<file path="config.mk">
export PLATFORM = sky130hd
export DESIGN_NAME = swu_top
export DESIGN_NICKNAME = d
export VERILOG_FILES = /design/src/inc/swu_pkg.sv /design/src/verilog/swu_rate_gen.sv /design/src/verilog/swu_top.sv
export SDC_FILE = /design/constraint.sdc
export NUM_CORES = 1
export LEC_CHECK = 0
export ABC_AREA = 0
export CORE_ASPECT_RATIO = 1.25
export CORE_MARGIN = 4
export CORE_UTILIZATION = 45
export DETAILED_ROUTE_END_ITERATION = 8
export DONT_BUFFER_PORTS = 1
export PLACE_DENSITY = 0.68
export SYNTH_ARGS = -nofsm -noshare
export SYNTH_HDL_FRONTEND = slang
export SYNTH_SLANG_ARGS = --single-unit
</file>
<file path="constraint.sdc">
create_clock -name SYS_CLK_I -period 2.5 [get_ports SYS_CLK_I]
set_input_delay 0.25 -clock SYS_CLK_I [delete_from_list [all_inputs] [get_ports SYS_CLK_I]]
set_output_delay 0.25 -clock SYS_CLK_I [all_outputs]
set_load 0.01 [all_outputs]
</file>
<file path="src/inc/swu_pkg.sv">
// What this block does
// - A stream in interactive mode has no length limit; it runs while software keeps reloading.
// - Moving a nibble into the shift register raises the empty interrupt and jump flag.
// - A nibble rewritten before the current one is out follows it without a restart.
// - A write of the holding register clears the empty interrupt and the jump flag, unless a load sets them in the same cycle.
// - After the last nibble the interrupt stays up until the next holding write; all is shifted out, then start clears itself.
// - Clearing the start bit during shifting aborts the transfer at once.
// - Two select bits give 1024, 2048, 8192 or 16384 Hz, slowest after reset.
// - Data changes on the rising clock edge so the receiver samples on the falling one.
// - When serial is active, port pin 0 is the clock and pin 1 the data.
// - Serial is active only with its enable set and the port set to output.
`default_nettype none

package swu_pkg;

   ////////////////////////////////////////////////////////////////////////////////
   // Clock and bit rates
   localparam int SYS_CLK_HZ = 200_000_000;
   localparam int RATE_00_HZ = 1024;
   localparam int RATE_01_HZ = 2048;
   localparam int RATE_10_HZ = 8192;
   localparam int RATE_11_HZ = 16384;
   // Half bit period in system cycles, rounded down
   localparam int HALF_00    = SYS_CLK_HZ / (2 * RATE_00_HZ);
   localparam int HALF_01    = SYS_CLK_HZ / (2 * RATE_01_HZ);
   localparam int HALF_10    = SYS_CLK_HZ / (2 * RATE_10_HZ);
   localparam int HALF_11    = SYS_CLK_HZ / (2 * RATE_11_HZ);
   localparam int CNT_W      = 17;

   ////////////////////////////////////////////////////////////////////////////////
   // Register byte offsets
   localparam logic [7:0] OFS_CTRL     = 8'h00;
   localparam logic [7:0] OFS_HIGH     = 8'h04;
   localparam logic [7:0] OFS_HOLD     = 8'h08;
   localparam logic [7:0] OFS_FLAGS    = 8'h0C;
   localparam logic [7:0] OFS_IRQ_STAT = 8'h10;
   localparam logic [7:0] OFS_IRQ_MASK = 8'h14;
   localparam logic [7:0] OFS_PORTD    = 8'h18;

   ////////////////////////////////////////////////////////////////////////////////
   // Field positions
   localparam int CTRL_SEL_LSB  = 0;
   localparam int CTRL_OUT_EN   = 3;
   localparam int HIGH_START    = 2;
   localparam int FLG_JUMP      = 0;
   localparam int FLG_EMPTY_IRQ = 1;
   localparam int FLG_BUSY      = 2;
   localparam int FLG_HOLD_FULL = 3;
   localparam int EV_LOAD       = 0;
   localparam int EV_DONE       = 1;
   localparam int EV_ABORT      = 2;
   localparam int EV_W          = 3;
   localparam int PORTD_DIR     = 4;
   localparam int PORTD_PIN_LSB = 8;
   localparam int PD_SCK        = 0;
   localparam int PD_SDA        = 1;

   ////////////////////////////////////////////////////////////////////////////////
   // Reset values
   localparam logic [1:0] RST_RATE_SEL = 2'h0;
   localparam logic [3:0] RST_HOLD     = 4'hF;
   localparam logic [3:0] RST_PORTD    = 4'h0;
   localparam logic [2:0] RST_EV_MASK  = 3'h0;

   typedef enum logic [2:0] {
      SWU_ST_IDLE = 3'b001,
      SWU_ST_HIGH = 3'b010,
      SWU_ST_LOW  = 3'b100
   } swu_state_t;

endpackage : swu_pkg

`default_nettype wire

</file>
<file path="src/verilog/swu_rate_gen.sv">
`default_nettype none

module swu_rate_gen #(
   parameter int CNT_W = 17
) (
   // Clock and reset
   input  wire logic             clk_i,
   input  wire logic             arst_n_i,
   // Control
   input  wire logic             run_i,
   input  wire logic [CNT_W-1:0] half_i,
   // Half period tick
   output logic                  tick_o
);

   typedef struct packed {
      logic [CNT_W-1:0] cnt;
   } swu_gen_t;

   swu_gen_t r_reg;
   swu_gen_t r_next;

   assign tick_o = run_i && (r_reg.cnt >= (half_i - CNT_W'(1)));

   always_comb begin
      r_next = r_reg;
      // Restart from zero so the first edge of a nibble has a full half period
      if (!run_i || tick_o) begin
         r_next.cnt = '0;
      end else begin
         r_next.cnt = r_reg.cnt + CNT_W'(1);
      end
   end

   always_ff @(posedge clk_i or negedge arst_n_i) begin
      if (!arst_n_i) begin
         r_reg <= '0;
      end else begin
         r_reg <= r_next;
      end
   end

endmodule : swu_rate_gen

`default_nettype wire

</file>
<file path="src/verilog/swu_top.sv">
`default_nettype none

module swu_top #(
   parameter int CNT_W       = swu_pkg::CNT_W,
   parameter int HALF_CNT_00 = swu_pkg::HALF_00,
   parameter int HALF_CNT_01 = swu_pkg::HALF_01,
   parameter int HALF_CNT_10 = swu_pkg::HALF_10,
   parameter int HALF_CNT_11 = swu_pkg::HALF_11
) (
   // Clock and reset
   input  wire logic        SYS_CLK_I,
   input  wire logic        ARST_N_I,
   // Wishbone slave
   input  wire logic        WB_CYC_I,
   input  wire logic        WB_STB_I,
   input  wire logic        WB_WE_I,
   input  wire logic [7:0]  WB_ADR_I,
   input  wire logic [3:0]  WB_SEL_I,
   input  wire logic [31:0] WB_DAT_I,
   output logic      [31:0] WB_DAT_O,
   output logic             WB_ACK_O,
   // Port pins
   input  wire logic [3:0]  PD_I,
   output logic      [3:0]  PD_O,
   output logic      [3:0]  PD_OE_N_O,
   // Interrupt
   output logic             IRQ_O
);

   ////////////////////////////////////////////////////////////////////////////////
   // State

   typedef struct packed {
      swu_pkg::swu_state_t      st;
      logic [1:0]               rate_sel;
      logic                     out_en;
      logic                     start;
      logic [3:0]               hold;
      logic                     hold_full;
      logic [3:0]               shift;
      logic [1:0]               idx;
      logic                     more;
      logic                     jump_flag;
      logic [swu_pkg::EV_W-1:0] ev_stat;
      logic [swu_pkg::EV_W-1:0] ev_mask;
      logic [3:0]               pd_data;
      logic                     pd_dir_out;
      logic [3:0]               pin_s1;
      logic [3:0]               pin_s2;
      logic                     sck;
      logic                     sda;
      logic [3:0]               pd_o;
      logic [3:0]               pd_oe_n;
      logic                     irq;
      logic                     ack;
      logic [31:0]              dat;
   } swu_regs_t;

   localparam swu_regs_t RST_REGS = '{
      st:         swu_pkg::SWU_ST_IDLE,
      rate_sel:   swu_pkg::RST_RATE_SEL,
      out_en:     1'b0,
      start:      1'b0,
      hold:       swu_pkg::RST_HOLD,
      hold_full:  1'b0,
      shift:      4'h0,
      idx:        2'h0,
      more:       1'b0,
      jump_flag:  1'b0,
      ev_stat:    3'h0,
      ev_mask:    swu_pkg::RST_EV_MASK,
      pd_data:    swu_pkg::RST_PORTD,
      pd_dir_out: 1'b0,
      pin_s1:     4'h0,
      pin_s2:     4'h0,
      sck:        1'b0,
      sda:        1'b0,
      pd_o:       4'h0,
      pd_oe_n:    4'hF,
      irq:        1'b0,
      ack:        1'b0,
      dat:        32'h0
   };

   swu_regs_t        r_reg;
   swu_regs_t        r_next;
   logic             tick;
   logic [CNT_W-1:0] half_cnt;

   ////////////////////////////////////////////////////////////////////////////////
   // Helpers

   function automatic logic hit(input logic [7:0] adr, input logic [7:0] ofs);
      hit = (adr[7:2] == ofs[7:2]);
   endfunction : hit

   always_comb begin
      case (r_reg.rate_sel)
         2'h0:    half_cnt = CNT_W'(HALF_CNT_00);
         2'h1:    half_cnt = CNT_W'(HALF_CNT_01);
         2'h2:    half_cnt = CNT_W'(HALF_CNT_10);
         default: half_cnt = CNT_W'(HALF_CNT_11);
      endcase
   end

   swu_rate_gen #(
      .CNT_W    (CNT_W)
   ) i_swu_rate_gen (
      .clk_i    (SYS_CLK_I),
      .arst_n_i (ARST_N_I),
      .run_i    (r_reg.st != swu_pkg::SWU_ST_IDLE),
      .half_i   (half_cnt),
      .tick_o   (tick)
   );

   ////////////////////////////////////////////////////////////////////////////////
   // Next state

   always_comb begin
      logic                     acc;
      logic                     wr;
      logic                     active;
      logic                     load;
      logic [swu_pkg::EV_W-1:0] ev_set;
      logic [swu_pkg::EV_W-1:0] ev_clr;
      logic [31:0]              rd;
      acc    = 1'b0;
      wr     = 1'b0;
      active = 1'b0;
      load   = 1'b0;
      ev_set = '0;
      ev_clr = '0;
      rd     = 32'h0;
      r_next = r_reg;

      // Single cycle ack; write and read-clear happen on the ack edge
      acc          = WB_CYC_I && WB_STB_I && r_reg.ack;
      wr           = acc && WB_WE_I && WB_SEL_I[0];
      r_next.ack   = WB_CYC_I && WB_STB_I && !r_reg.ack;

      // Pins only reach logic through the second stage
      r_next.pin_s1 = PD_I;
      r_next.pin_s2 = r_reg.pin_s1;

      // Serial active only with enable and output mode
      active = r_reg.out_en && r_reg.pd_dir_out;

      case (r_reg.st)
         swu_pkg::SWU_ST_IDLE: begin
            r_next.sck = 1'b0;
            if (active && r_reg.start && r_reg.hold_full) begin
               load          = 1'b1;
               r_next.shift  = r_reg.hold;
               r_next.idx    = 2'h0;
               r_next.sck    = 1'b1;
               r_next.sda    = r_reg.hold[0];
               r_next.st     = swu_pkg::SWU_ST_HIGH;
            end
         end
         swu_pkg::SWU_ST_HIGH: begin
            if (!r_reg.start || !active) begin
               r_next.sck   = 1'b0;
               r_next.st    = swu_pkg::SWU_ST_IDLE;
               ev_set[swu_pkg::EV_ABORT] = 1'b1;
            end else if (tick) begin
               r_next.sck = 1'b0;
               r_next.st  = swu_pkg::SWU_ST_LOW;
               if (r_reg.idx != 2'h3) begin
                  r_next.more = 1'b1;
               end else if (r_reg.hold_full) begin
                  load         = 1'b1;
                  r_next.shift = r_reg.hold;
                  r_next.more  = 1'b1;
               end else begin
                  r_next.more = 1'b0;
               end
            end
         end
         swu_pkg::SWU_ST_LOW: begin
            if (!r_reg.start || !active) begin
               r_next.st = swu_pkg::SWU_ST_IDLE;
               ev_set[swu_pkg::EV_ABORT] = 1'b1;
            end else if (tick) begin
               if (r_reg.more) begin
                  // Next bit, LSB first, index wraps into new nibble
                  r_next.idx = r_reg.idx + 2'h1;
                  r_next.sda = r_reg.shift[r_next.idx];
                  // Data changes with the rising edge
                  r_next.sck = 1'b1;
                  r_next.st  = swu_pkg::SWU_ST_HIGH;
               end else begin
                  // All bits out, start clears itself
                  r_next.start = 1'b0;
                  r_next.st    = swu_pkg::SWU_ST_IDLE;
                  ev_set[swu_pkg::EV_DONE] = 1'b1;
               end
            end
         end
         default: begin
            r_next.sck = 1'b0;
            r_next.st  = swu_pkg::SWU_ST_IDLE;
         end
      endcase

      if (load) begin
         r_next.hold_full = 1'b0;
         r_next.jump_flag = 1'b1;
         ev_set[swu_pkg::EV_LOAD] = 1'b1;
      end

      // Register writes; a software write of start beats the self-clear
      if (wr) begin
         if (hit(WB_ADR_I, swu_pkg::OFS_CTRL)) begin
            r_next.rate_sel = WB_DAT_I[swu_pkg::CTRL_SEL_LSB +: 2];
            r_next.out_en   = WB_DAT_I[swu_pkg::CTRL_OUT_EN];
         end
         if (hit(WB_ADR_I, swu_pkg::OFS_HIGH)) begin
            r_next.start = WB_DAT_I[swu_pkg::HIGH_START];
         end
         if (hit(WB_ADR_I, swu_pkg::OFS_HOLD)) begin
            // Holding write clears interrupt and flag
            r_next.hold      = WB_DAT_I[3:0];
            r_next.hold_full = 1'b1;
            r_next.jump_flag = 1'b0;
         end
         if (hit(WB_ADR_I, swu_pkg::OFS_IRQ_MASK)) begin
            r_next.ev_mask = WB_DAT_I[swu_pkg::EV_W-1:0];
         end
         if (hit(WB_ADR_I, swu_pkg::OFS_PORTD)) begin
            r_next.pd_data    = WB_DAT_I[3:0];
            r_next.pd_dir_out = WB_DAT_I[swu_pkg::PORTD_DIR];
         end
      end

      // Hardware set wins over a same cycle clear
      if (load) begin
         r_next.jump_flag = 1'b1;
      end

      // Read clears only the bits that were returned
      if (acc && !WB_WE_I && hit(WB_ADR_I, swu_pkg::OFS_IRQ_STAT)) begin
         ev_clr = r_reg.dat[swu_pkg::EV_W-1:0];
      end
      r_next.ev_stat = (r_reg.ev_stat & ~ev_clr) | ev_set;

      // Read mux, unmapped reads give zero
      if (hit(WB_ADR_I, swu_pkg::OFS_CTRL)) begin
         rd[swu_pkg::CTRL_SEL_LSB +: 2] = r_reg.rate_sel;
         rd[swu_pkg::CTRL_OUT_EN]       = r_reg.out_en;
      end else if (hit(WB_ADR_I, swu_pkg::OFS_HIGH)) begin
         rd[swu_pkg::HIGH_START] = r_reg.start;
      end else if (hit(WB_ADR_I, swu_pkg::OFS_HOLD)) begin
         rd[3:0] = r_reg.hold;
      end else if (hit(WB_ADR_I, swu_pkg::OFS_FLAGS)) begin
         rd[swu_pkg::FLG_JUMP]      = r_reg.jump_flag;
         rd[swu_pkg::FLG_EMPTY_IRQ] = r_reg.jump_flag;
         rd[swu_pkg::FLG_BUSY]      = (r_reg.st != swu_pkg::SWU_ST_IDLE);
         rd[swu_pkg::FLG_HOLD_FULL] = r_reg.hold_full;
      end else if (hit(WB_ADR_I, swu_pkg::OFS_IRQ_STAT)) begin
         rd[swu_pkg::EV_W-1:0] = r_reg.ev_stat;
      end else if (hit(WB_ADR_I, swu_pkg::OFS_IRQ_MASK)) begin
         rd[swu_pkg::EV_W-1:0] = r_reg.ev_mask;
      end else if (hit(WB_ADR_I, swu_pkg::OFS_PORTD)) begin
         rd[3:0]                            = r_reg.pd_data;
         rd[swu_pkg::PORTD_DIR]             = r_reg.pd_dir_out;
         rd[swu_pkg::PORTD_PIN_LSB +: 4]    = r_reg.pin_s2;
      end
      r_next.dat = (r_next.ack && !WB_WE_I) ? rd : 32'h0;

      // Clock on pin 0, data on pin 1 when serial is active
      r_next.pd_o = r_next.pd_data;
      if (r_next.out_en && r_next.pd_dir_out) begin
         r_next.pd_o[swu_pkg::PD_SCK] = r_next.sck;
         r_next.pd_o[swu_pkg::PD_SDA] = r_next.sda;
      end
      // Plain port otherwise; whole port switches direction
      r_next.pd_oe_n = r_next.pd_dir_out ? 4'h0 : 4'hF;

      // Empty interrupt cannot be masked
      r_next.irq = r_next.jump_flag || (|(r_next.ev_stat & r_next.ev_mask));
   end

   always_ff @(posedge SYS_CLK_I or negedge ARST_N_I) begin
      if (!ARST_N_I) begin
         r_reg <= RST_REGS;
      end else begin
         r_reg <= r_next;
      end
   end

   ////////////////////////////////////////////////////////////////////////////////
   // Outputs

   assign WB_DAT_O  = r_reg.dat;
   assign WB_ACK_O  = r_reg.ack;
   assign PD_O      = r_reg.pd_o;
   assign PD_OE_N_O = r_reg.pd_oe_n;
   assign IRQ_O     = r_reg.irq;

endmodule : swu_top

`default_nettype wire

</file>
== Word level (Yosys, flattened, before mapping) ==
Cells that the tools add are included.

* Flip-flop bits (word level): 80
* Latch bits: 0
* Memory bits (writable): 0
* Memory bits (read-only): 0
* Input port bits: 53
* Output and inout bits: 42
* Word-level logic and storage cells: 181
* Memories: 0

* Add/sub/neg operators: 3
* Multipliers: 0
* Divide/modulo/power cells: 0
* Magnitude comparators: 2
* Equality and inequality tests: 23
* Shift-type cells: 0
* Multiplexer cells: 91
* Bitwise logic cells: 5
* Reduce and logical (&&, ||, !) cells: 33

{| class="wikitable"
|+ Operator list
! kind !! number
|-
| $mux 4 || 14
|-
| $pmux 17 s3 || 1
|-
| $mux 5 || 9
|-
| $mux 1 || 32
|-
| $mux 2 || 14
|-
| $mux 3 || 9
|-
| $eq 6x3->1 const B || 3
|-
| $add 17x1->17 const B || 1
|-
| $ge 17x17->1 || 1
|-
| $mux 17 || 1
|-
| $sub 17x1->17 const B || 1
|-
| $ne 2x2->1 const B || 7
|-
| $logic_and 1x1->1 || 13
|-
| $eq 6x2->1 const B || 2
|-
| $mux 12 || 1
|-
| $pmux 3 s3 || 1
|-
| $mux 8 || 1
|-
| $pmux 4 s2 || 1
|-
| $mux 7 || 1
|-
| $and 3x3->3 || 2
|-
| $eq 6x1->1 const B || 1
|-
| $logic_not 6->1 || 1
|-
| $mux 6 || 1
|-
| $ne 3x2->1 const B || 2
|-
| 26 further kinds || 37
|}

== Logic depth before layout (Yosys ltp) ==
Gate-level depths: netlist (run 1).

* Word-level depth: 15
* Depth in mapped cells: 13
* Depth with buffers taken out: 13

== By module ==
Synthesis (run 1) repeated with hierarchy kept, for this count alone.

* Cell total of the unflattened synthesis: 431
* Area total of the unflattened synthesis: 4383.0 um^2

{| class="wikitable"
|+ Modules (own cells, without submodules)
! module !! times used !! cells each !! area each (um^2) !! seq. area each (um^2)
|-
| swu_top || 1 || 264 || 2859.0 || 1383.8
|-
| swu_rate_gen || 1 || 167 || 1524.0 || 425.4
|}

== Least setup slack after synthesis (run 1) ==
Ideal clock, no wire load.

* Path type: register to register
* From: reg r_reg[78] in the netlist's numbering
* To: reg r_reg, in the netlist IRQ_O
* Setup time: 132 ps
* Data arrival time: 2626 ps
* Data required time: 2368 ps
* Setup slack: -258 ps
* Stages on the path, launching flop included: 12
* Buffers on the path: 0
* Clock period less this slack: 2758 ps
* Path through: dfrtp_1 -> inv_1 -> ha_1 -> inv_1 -> ha_1 -> a21o_1 -> a21oi_1 -> a21oi_1 -> o21a_1 -> o21ai_1 -> o41ai_1 -> or3b_1

{| class="wikitable"
|+ RTL lines
! element !! line !! source
|-
| from (decl) || swu_top.sv:85 || <nowiki>swu_regs_t r_reg;</nowiki>
|-
| from (signal assigned) || swu_top.sv:287 || <nowiki>r_reg <= r_next;</nowiki>
|}

==> results of run 1 <==
kinds of logic (layout without fill, tap and decap cells):
logic type / count (synthesis) / count (layout) / synth area share (%)
AO/OA/AOI/OAI: 64 / 64 / 11.0
XOR/XNOR: 19 / 19 / 4.10
adder cells (fa/ha/maj): 24 / 24 / 7.40
buffers and inverters: 66 / 80 / 9.84
flip-flops: 72 / 72 / 44.6
multiplexers: 21 / 21 / 5.98
other: 1 / 23 / 0.0924
AND/OR/NAND/NOR: 132 / 132 / 17.0
layout make-up:
class / count / area, um^2 / share of cell area (%)
clock buffer: 9 / 124 / 2.62
clock inverter: 7 / 62.6 / 1.32
inverter: 19 / 76.3 / 1.62
multi-input combinational: 283 / 2110 / 44.7
sequential: 72 / 1810 / 38.4
tap: 120 / 150 / 3.18
timing repair buffer: 45 / 388 / 8.21
cells in the final DEF (no fill, tap or decap), types with 10 or more instances in the layout:
master,Yosys,routed
o21ai_0,13,11
inv_1,17,14
nor2_1,34,31
buf_4,40,33
mux2_2,12,10
conb_1,1,23
ha_1,24,17
dfrtp_1,66,64
xor2_1,12,12
nand2_1,27,27
nand3_1,20,19
stage by stage:
stage	utilization [%]	hold WS, ns	worst slack [ns]	setup TNS [ns]	total power (W)
floorplan	-	-0.0456	-0.00565	-0.0226	0.00128
CTS	52.9	0.0138	-0.201	-1.90	0.00218
global placement	48.6	-0.0431	-0.208	-1.36	0.00126
global route	54.0	0.00614	-0.284	-4.89	0.00224
detailed placement	48.6	-0.0433	-0.274	-3.14	0.00126
finish	54.0	0.0228	-0.172	-1.17	0.00215
layer usage:
metal | up-vias | track usage (%) | part of all wire, %
li1 | 1396 | - | -
met2 | 92 | 29.6 | 51
met4 | 0 | 7.53 | 3.1
met5 | - | 0 | 0
met1 | 1422 | 21.6 | 40
met3 | 26 | 5.52 | 6.0
worst min-delay path by stage:
stage / startpoint / endpoint / slack (ns) / depth (start not counted)
after floorplan: ARST_N_I / IRQ_O$_DFF_PN0_ / -0.05 / 0
after global placement: ARST_N_I / i_swu_rate_gen.r_reg[8]$_DFF_PN0_ / -0.04 / 0
after detailed placement: ARST_N_I / i_swu_rate_gen.r_reg[10]$_DFF_PN0_ / -0.04 / 0
after CTS: WB_DAT_I[4] / PD_OE_N_O[2]$_DFF_PN1_ / 0.01 / 1
after global routing: WB_DAT_I[3] / r_reg[56]$_DFFE_PN0P_ / 0.006 / 1
final: WB_DAT_I[4] / PD_OE_N_O[2]$_DFF_PN1_ / 0.02 / 1
Yosys cell counts, types with 7 or more instances:
cell type,instances,area share [%]
mux2_2,12,3.3
dfrtp_1,66,41
buf_4,40,7.4
xnor2_1,7,1.5
a21oi_1,8,0.99
xor2_1,12,2.6
nand2_1,27,2.5
and3_1,7,1.1
nor2_1,34,3.1
inv_1,17,1.6
nand3_1,20,2.5
ha_1,24,7.4
o21ai_0,13,1.6
power groups by stage:
stage	Clock (W)	Combinational, W	Sequential [W]
after floorplan	0	0.0000784	0.00120
after global placement	0	0.0000563	0.00120
after detailed placement	0	0.0000576	0.00120
after CTS	0.000903	0.0000987	0.00118
after global routing	0.000951	0.000112	0.00118
final	0.000875	0.0000989	0.00118
worst max-delay path, delay by kind of cell (launching register included):
kind                       cells  cell delay [ns]
adders and majority gates      2             0.56
muxes                          1             0.28
DFF                            1             0.46
and+or+nand+nor                2             0.17
AOI/OAI and AO/OA              5             0.86
buffers and inverters          2             0.25
repair_timing:
action	CTS	global route
pin swaps	9	12
gates resized for setup	11	15
hold endpoints to repair	79	0
setup endpoints to repair	30	34
buffers inserted	6	3
hold buffers	10	0
==> flow_summary.html, run 1 <==
<table>
<tr><th>Metric</th><th>Value</th></tr>
<tr><th colspan="2">Status</th></tr>
<tr><td>Result of the run</td><td>finished with violations</td></tr>
<tr><td>Violated checks</td><td>negative setup slack</td></tr>
<tr><th colspan="2">Power</th></tr>
<tr><td>Internal power</td><td>0.00159 W</td></tr>
<tr><td>Switching portion of total power</td><td>26.3%</td></tr>
<tr><td>Clock share of power</td><td>40.6%</td></tr>
<tr><td>Sequential share of power</td><td>54.8%</td></tr>
<tr><td>Power per Cell Area</td><td>456 nW/um^2</td></tr>
<tr><td>Power share of the combinational group</td><td>4.6%</td></tr>
<tr><td>Cell leakage power</td><td>2.15 nW</td></tr>
<tr><td>Net Sw Power</td><td>0.000565 W</td></tr>
<tr><td>Max IR drop VDD</td><td>0.421 mV</td></tr>
<tr><th colspan="2">Routing</th></tr>
<tr><td>Number of vias in the routed layout</td><td>2936</td></tr>
<tr><td>Total iterations of the first detailed-routing run</td><td>4</td></tr>
<tr><td>Detail Route Antenna Nets</td><td>0</td></tr>
<tr><td>DR iter-0 viols</td><td>166</td></tr>
<tr><td>Routed wire length</td><td>8.96 mm</td></tr>
<tr><td>Drt via density</td><td>5.29</td></tr>
<tr><td>Count of unresolved DRC violations after routing</td><td>0</td></tr>
<tr><td>Routed len/inst</td><td>16.1 um</td></tr>
<tr><th colspan="2">Timing</th></tr>
<tr><td>Setup repair after global routing missed its margin</td><td>yes</td></tr>
<tr><td>Period Utilization, post-route</td><td>107%</td></tr>
<tr><td>Maximum clock skew at final layout</td><td>0.0102 ns</td></tr>
<tr><td>Slew Limit Fails</td><td>0</td></tr>
<tr><td>Post-layout worst setup margin</td><td>-0.172 ns</td></tr>
<tr><td>Final setup fails</td><td>24</td></tr>
<tr><td>Final critical-path required period</td><td>2.67 ns</td></tr>
<tr><td>Fmax achieved</td><td>374 MHz</td></tr>
<tr><td>Hold Violations, Final</td><td>0</td></tr>
<tr><th colspan="2">Clock network</th></tr>
<tr><td>CTS Buf Count</td><td>9</td></tr>
<tr><td>CTS H-tree lvls</td><td>3</td></tr>
<tr><td>TritonCTS clock tree</td><td>yes</td></tr>
<tr><td>Worst-Skew Late Latency</td><td>0.36 ns</td></tr>
<tr><td>Post-CTS clock slew at the launch and capture registers of the worst setup and hold paths</td><td>0.09 ns</td></tr>
<tr><td>Clock root buffer</td><td>clkbuf_8</td></tr>
<tr><td>Deepest clock path buffer count</td><td>2</td></tr>
<tr><td>Total clock sinks</td><td>72</td></tr>
<tr><th colspan="2">Setup path</th></tr>
<tr><td>Delay contributed by the slowest stage of the critical path</td><td>0.46 ns</td></tr>
<tr><td>Biggest fanout along the worst timing path</td><td>6</td></tr>
<tr><td>Register-to-Register Path Depth</td><td>12</td></tr>
<tr><td>Endpoint arrival time on the critical path</td><td>2.92 ns</td></tr>
<tr><td>Crit path from</td><td>r_reg[79]$_DFFE_PN0P_</td></tr>
<tr><td>R2R setup slack</td><td>-0.17 ns</td></tr>
<tr><td>Cell type with the highest occurrence count on the critical path</td><td>a31oi_2</td></tr>
<tr><td>List of cells traversed by the critical path</td><td>inv_4 &gt; ha_4 &gt; nand3_2 &gt; nor2_1 &gt; ha_1 &gt; a21o_1 &gt; a31oi_2 &gt; o21ai_4 &gt; buf_4 &gt; o211ai_1 &gt; a31oi_2 &gt; mux2_4</td></tr>
<tr><td>Cell at the slowest stage of the critical path</td><td>dfrtp_2</td></tr>
<tr><td>Worst Setup Path Type</td><td>reg2reg</td></tr>
<tr><td>Crit. End Element</td><td>flip-flop</td></tr>
<tr><td>Reg2Reg Capture Point</td><td>PD_O[1]$_DFF_PN0_</td></tr>
<tr><td>Endpoint required time on the critical path</td><td>2.75 ns</td></tr>
<tr><td>Capture point of the critical path</td><td>PD_O[1]$_DFF_PN0_</td></tr>
<tr><td>Launching element type of the critical path</td><td>flip-flop</td></tr>
<tr><td>Launch point of the worst reg-to-reg path</td><td>r_reg[79]$_DFFE_PN0P_</td></tr>
<tr><th colspan="2">Placed design</th></tr>
<tr><td>Port Buf Inserts</td><td>0</td></tr>
<tr><td>Detailed placer's ending HPWL</td><td>6.49 mm</td></tr>
<tr><td>Placed cells</td><td>520</td></tr>
<tr><td>Last weighted congestion value of the routability-driven placer</td><td>0.885</td></tr>
<tr><td>Cell area reported after detailed placement</td><td>4250 um^2</td></tr>
<tr><th colspan="2">Synth</th></tr>
<tr><td>Cell Area, Synth</td><td>4060 um^2</td></tr>
<tr><td>Sequential-to-total area share from yosys stat</td><td>44.6%</td></tr>
<tr><td>Most frequently used flop master after synthesis</td><td>dfrtp_1</td></tr>
<tr><td>Async set-or-reset flop fraction in the synthesized netlist</td><td>100%</td></tr>
<tr><td>Cell count after synthesis</td><td>399</td></tr>
<tr><td>Count of cell types in the netlist</td><td>58</td></tr>
<tr><td>Synth warnings</td><td>0</td></tr>
<tr><td>Post-synthesis average cell area</td><td>10.2 um^2</td></tr>
<tr><td>Number of flops mapped to enable cells by yosys</td><td>0</td></tr>
<tr><td>Flip-flop and latch count after synthesis</td><td>72</td></tr>
<tr><th colspan="2">Finish</th></tr>
<tr><td>Net count of the finished layout</td><td>507</td></tr>
<tr><td>ANT cells</td><td>0</td></tr>
<tr><td>Filler Cells Inserted</td><td>754</td></tr>
<tr><td>Layout overhead on the synthesized area</td><td>16.4%</td></tr>
<tr><td>Final std cells w/o fill</td><td>555</td></tr>
<tr><td>Fraction of final layout cells sized beyond drive strength 1</td><td>26.0%</td></tr>
<tr><td>Number of flip-flops under the largest register name</td><td>36</td></tr>
<tr><td>Final non-filler cell area</td><td>4720 um^2</td></tr>
<tr><th colspan="2">Floorplanning</th></tr>
<tr><td>Top Ports</td><td>95</td></tr>
<tr><td>Site Rows</td><td>38</td></tr>
<tr><td>Die Footprint</td><td>10600 um^2</td></tr>
<tr><td>Overall die width</td><td>92.9 um</td></tr>
<tr><td>Vert. Die Dim</td><td>114 um</td></tr>
<tr><td>Core area</td><td>8750 um^2</td></tr>
<tr><td>Initial standard-cell utilization of the core</td><td>46.4%</td></tr>
<tr><th colspan="2">GRT</th></tr>
<tr><td>Largest net degree at the start of global routing</td><td>73</td></tr>
<tr><td>Overall Global Routing Usage</td><td>17.9%</td></tr>
<tr><td>First-pass GRT wire length</td><td>14.9 mm</td></tr>
<tr><td>Vias in the first global route</td><td>3148</td></tr>
<tr><td>Antenna violations before repair</td><td>0</td></tr>
<tr><td>Total gr overflow</td><td>0</td></tr>
<tr><th colspan="2">Flow run</th></tr>
<tr><td>MaxCap Viol Count</td><td>0</td></tr>
<tr><th colspan="2">Hold path</th></tr>
<tr><td>Worst hold path class</td><td>in2reg</td></tr>
</table>
No activity file was read; power rests on OpenSTA's default activity.
==> run 2, diff against run 1 <==
CORE_UTILIZATION = 40   (was 45)
GPL_TIMING_DRIVEN = 0   (was default)
PLACE_DENSITY = 0.62   (was 0.68)
==> flow_summary.html, run 2 (synthesis gave the netlist of run 1 again) <==
<table>
<tr><th>Metric</th><th>Value</th></tr>
<tr><th colspan="2">Status</th></tr>
<tr><td>Result of the run</td><td>finished with violations</td></tr>
<tr><td>Violated checks</td><td>negative setup slack</td></tr>
<tr><th colspan="2">GRT</th></tr>
<tr><td>Vias in the first global route</td><td>2975</td></tr>
<tr><td>Total gr overflow</td><td>0</td></tr>
<tr><td>Antenna violations before repair</td><td>0</td></tr>
<tr><td>First-pass GRT wire length</td><td>14.6 mm</td></tr>
<tr><td>Overall Global Routing Usage</td><td>15.8%</td></tr>
<tr><td>Largest net degree at the start of global routing</td><td>73</td></tr>
<tr><th colspan="2">Routing</th></tr>
<tr><td>Routed wire length</td><td>9.06 mm</td></tr>
<tr><td>Count of unresolved DRC violations after routing</td><td>0</td></tr>
<tr><td>DR iter-0 viols</td><td>149</td></tr>
<tr><td>Number of vias in the routed layout</td><td>2959</td></tr>
<tr><td>Detail Route Antenna Nets</td><td>0</td></tr>
<tr><td>Total iterations of the first detailed-routing run</td><td>4</td></tr>
<tr><td>Routed len/inst</td><td>15.5 um</td></tr>
<tr><td>Drt via density</td><td>5.08</td></tr>
<tr><th colspan="2">Finish</th></tr>
<tr><td>ANT cells</td><td>0</td></tr>
<tr><td>Highest-count cells in the layout ignoring fill and taps</td><td>64 x dfrtp_1, 49 x buf_4, 30 x nor2_1</td></tr>
<tr><td>Filler Cells Inserted</td><td>873</td></tr>
<tr><td>Final standard cell utilization of the core</td><td>51.7%</td></tr>
<tr><td>Most frequent standard cell in the layout excluding fill and tap cells</td><td>dfrtp_1</td></tr>
<tr><td>Fraction of final layout cells sized beyond drive strength 1</td><td>29.5%</td></tr>
<tr><td>Number of flip-flops under the largest register name</td><td>36</td></tr>
<tr><td>Layout overhead on the synthesized area</td><td>24.3%</td></tr>
<tr><td>Net count of the finished layout</td><td>529</td></tr>
<tr><th colspan="2">Timing</th></tr>
<tr><td>Worst slew slack as a fraction of its limit</td><td>56.9%</td></tr>
<tr><td>Measured slew at the worst slew-check pin</td><td>0.644 ns</td></tr>
<tr><td>Setup repair after global routing missed its margin</td><td>yes</td></tr>
<tr><td>Post-layout worst setup margin</td><td>-0.186 ns</td></tr>
<tr><td>Slew Limit Fails</td><td>0</td></tr>
<tr><td>Tightest hold margin</td><td>0.0245 ns</td></tr>
<tr><td>Final setup fails</td><td>12</td></tr>
<tr><td>Fmax achieved</td><td>372 MHz</td></tr>
<tr><td>Hold Violations, Final</td><td>0</td></tr>
<tr><td>Maximum clock skew at final layout</td><td>0.00903 ns</td></tr>
<tr><td>Period Utilization, post-route</td><td>107%</td></tr>
<tr><td>Setup Total Neg Slack</td><td>-1.61 ns</td></tr>
<tr><td>Final critical-path required period</td><td>2.69 ns</td></tr>
<tr><th colspan="2">Placed design</th></tr>
<tr><td>Place WS</td><td>-0.443 ns</td></tr>
<tr><td>Last weighted congestion value of the routability-driven placer</td><td>0.883</td></tr>
<tr><td>Detailed placer's ending HPWL</td><td>6.44 mm</td></tr>
<tr><td>Port Buf Inserts</td><td>0</td></tr>
<tr><th colspan="2">Floorplanning</th></tr>
<tr><td>Core area</td><td>9760 um^2</td></tr>
<tr><td>Site Rows</td><td>40</td></tr>
<tr><td>Initial standard-cell utilization of the core</td><td>41.6%</td></tr>
<tr><td>Overall die width</td><td>98.1 um</td></tr>
<tr><td>Vert. Die Dim</td><td>121 um</td></tr>
<tr><td>Top Ports</td><td>95</td></tr>
<tr><td>Die Footprint</td><td>11800 um^2</td></tr>
<tr><th colspan="2">Setup path</th></tr>
<tr><td>Largest delay share family, worst path</td><td>compound AO/OA/AOI/OAI gates</td></tr>
<tr><td>CP Buf/Inv Count</td><td>2</td></tr>
<tr><td>Biggest fanout along the worst timing path</td><td>6</td></tr>
<tr><td>Delay contributed by the slowest stage of the critical path</td><td>0.46 ns</td></tr>
<tr><td>Endpoint arrival time on the critical path</td><td>2.92 ns</td></tr>
<tr><td>Worst Setup Path Type</td><td>reg2reg</td></tr>
<tr><td>Crit. End Element</td><td>flip-flop</td></tr>
<tr><td>Cell at the slowest stage of the critical path</td><td>dfrtp_2</td></tr>
<tr><td>Cell type with the highest occurrence count on the critical path</td><td>ha_4</td></tr>
<tr><td>Launching element type of the critical path</td><td>flip-flop</td></tr>
<tr><td>List of cells traversed by the critical path</td><td>inv_4 &gt; ha_4 &gt; inv_2 &gt; ha_4 &gt; and4_1 &gt; o21ai_1 &gt; a21oi_2 &gt; o21a_4 &gt; nor2_4 &gt; o31ai_4 &gt; mux2_4</td></tr>
<tr><td>Endpoint required time on the critical path</td><td>2.73 ns</td></tr>
<tr><th colspan="2">Clock network</th></tr>
<tr><td>CTS H-tree lvls</td><td>3</td></tr>
<tr><td>Total clock sinks</td><td>72</td></tr>
<tr><td>Post-CTS clock slew at the launch and capture registers of the worst setup and hold paths</td><td>0.06 ns</td></tr>
<tr><td>Deepest clock path buffer count</td><td>2</td></tr>
<tr><td>TritonCTS clock tree</td><td>yes</td></tr>
<tr><td>Worst-Skew Late Latency</td><td>0.34 ns</td></tr>
<tr><td>Clock root buffer</td><td>clkbuf_16</td></tr>
<tr><td>CTS Buf Count</td><td>9</td></tr>
<tr><th colspan="2">Flow run</th></tr>
<tr><td>MaxCap Viol Count</td><td>0</td></tr>
<tr><th colspan="2">Power</th></tr>
<tr><td>Max IR drop VDD</td><td>0.434 mV</td></tr>
<tr><td>Power per Cell Area</td><td>559 nW/um^2</td></tr>
<tr><td>Cell leakage power</td><td>2.34 nW</td></tr>
<tr><th colspan="2">Hold path</th></tr>
<tr><td>Worst hold path class</td><td>in2reg</td></tr>
</table>
-- run 2: cell types whose count changed in the layout (fill, tap and decap cells not counted), sizes merged --
| cell | delta |
|---|---|
| clkinv | -2 |
| dlygate4sd3 | -4 |
| buf | +20 |
| bufinv | +3 |
| clkbuf | +6 |
| clkinvlp | -1 |
-- run 2: cell type report --
cell class                 count  area, um^2  share of cell area (%)
buffer                        47         338                    6.70
clock buffer                   9         225                    4.47
clock inverter                 7         125                    2.48
inverter                      19        76.3                    1.51
multi-input combinational    283        2110                    41.8
sequential                    72        1810                    35.9
tap                          126         158                    3.13
timing repair buffer          20         204                    4.04
-- run 2: routing by layer --
layer | GRT usage [%] | up-vias | part of all wire [%]
li1 | - | 1445 | -
met1 | 17.8 | 1389 | 39
met2 | 26.7 | 101 | 50
met3 | 4.90 | 24 | 7.2
met4 | 8.23 | 0 | 3.3
met5 | 0 | - | 0
-- run 2: final timing paths --
kind,from,end,slack [ns],depth (start not counted)
min reg2reg,r_next[45]$_DFF_PN0_,r_reg[45]$_DFF_PN0_,0.35,0
min,WB_STB_I,WB_ACK_O$_DFF_PN0_,0.02,2
max in group asynchronous,ARST_N_I,PD_OE_N_O[2]$_DFF_PN1_,1.70,2
min in group asynchronous,ARST_N_I,i_swu_rate_gen.r_reg[10]$_DFF_PN0_,0.47,2
max,r_reg[79]$_DFFE_PN0P_,r_reg[68]$_DFFE_PN0P_,-0.19,11
max reg2reg,r_reg[79]$_DFFE_PN0P_,r_reg[68]$_DFFE_PN0P_,-0.19,11
-- run 2: power breakdown --
part	internal (W)	switching [W]	leakage, nW
registers	0.00118	0.00000533	0.933
logic	0.0000517	0.0000734	1.24
clock network	0.000986	0.000528	0.171
total	0.00221	0.000606	2.34
-- run 2: timing repair --
action,4_1_cts,5_1_grt
hold buffers,6,0
hold endpoints to repair,76,0
pin swaps,16,5
cloned,1,0
setup endpoints to repair,33,37
setup buffers,13,0
gates resized for setup,27,9
-- run 2: through the flow --
stage | std cells | area [um^2] | total power, W
after global routing | 583 | 5040 | 0.00291
after floorplan | 421 | 4230 | 0.00128
after detailed placement | 547 | 4390 | 0.00129
after CTS | 583 | 5010 | 0.00285
final | 583 | 5040 | 0.00282
after global placement | 547 | 4390 | 0.00129
-- run 2: worst register-to-register path: stages (launching register included) --
cell and delay [ns]:
dfrtp_2 0.46, inv_4 0.08, ha_4 0.30, inv_2 0.05, ha_4 0.25, and4_1 0.16
o21ai_1 0.07, a21oi_2 0.19, o21a_4 0.19, nor2_4 0.06, o31ai_4 0.45, mux2_4 0.34
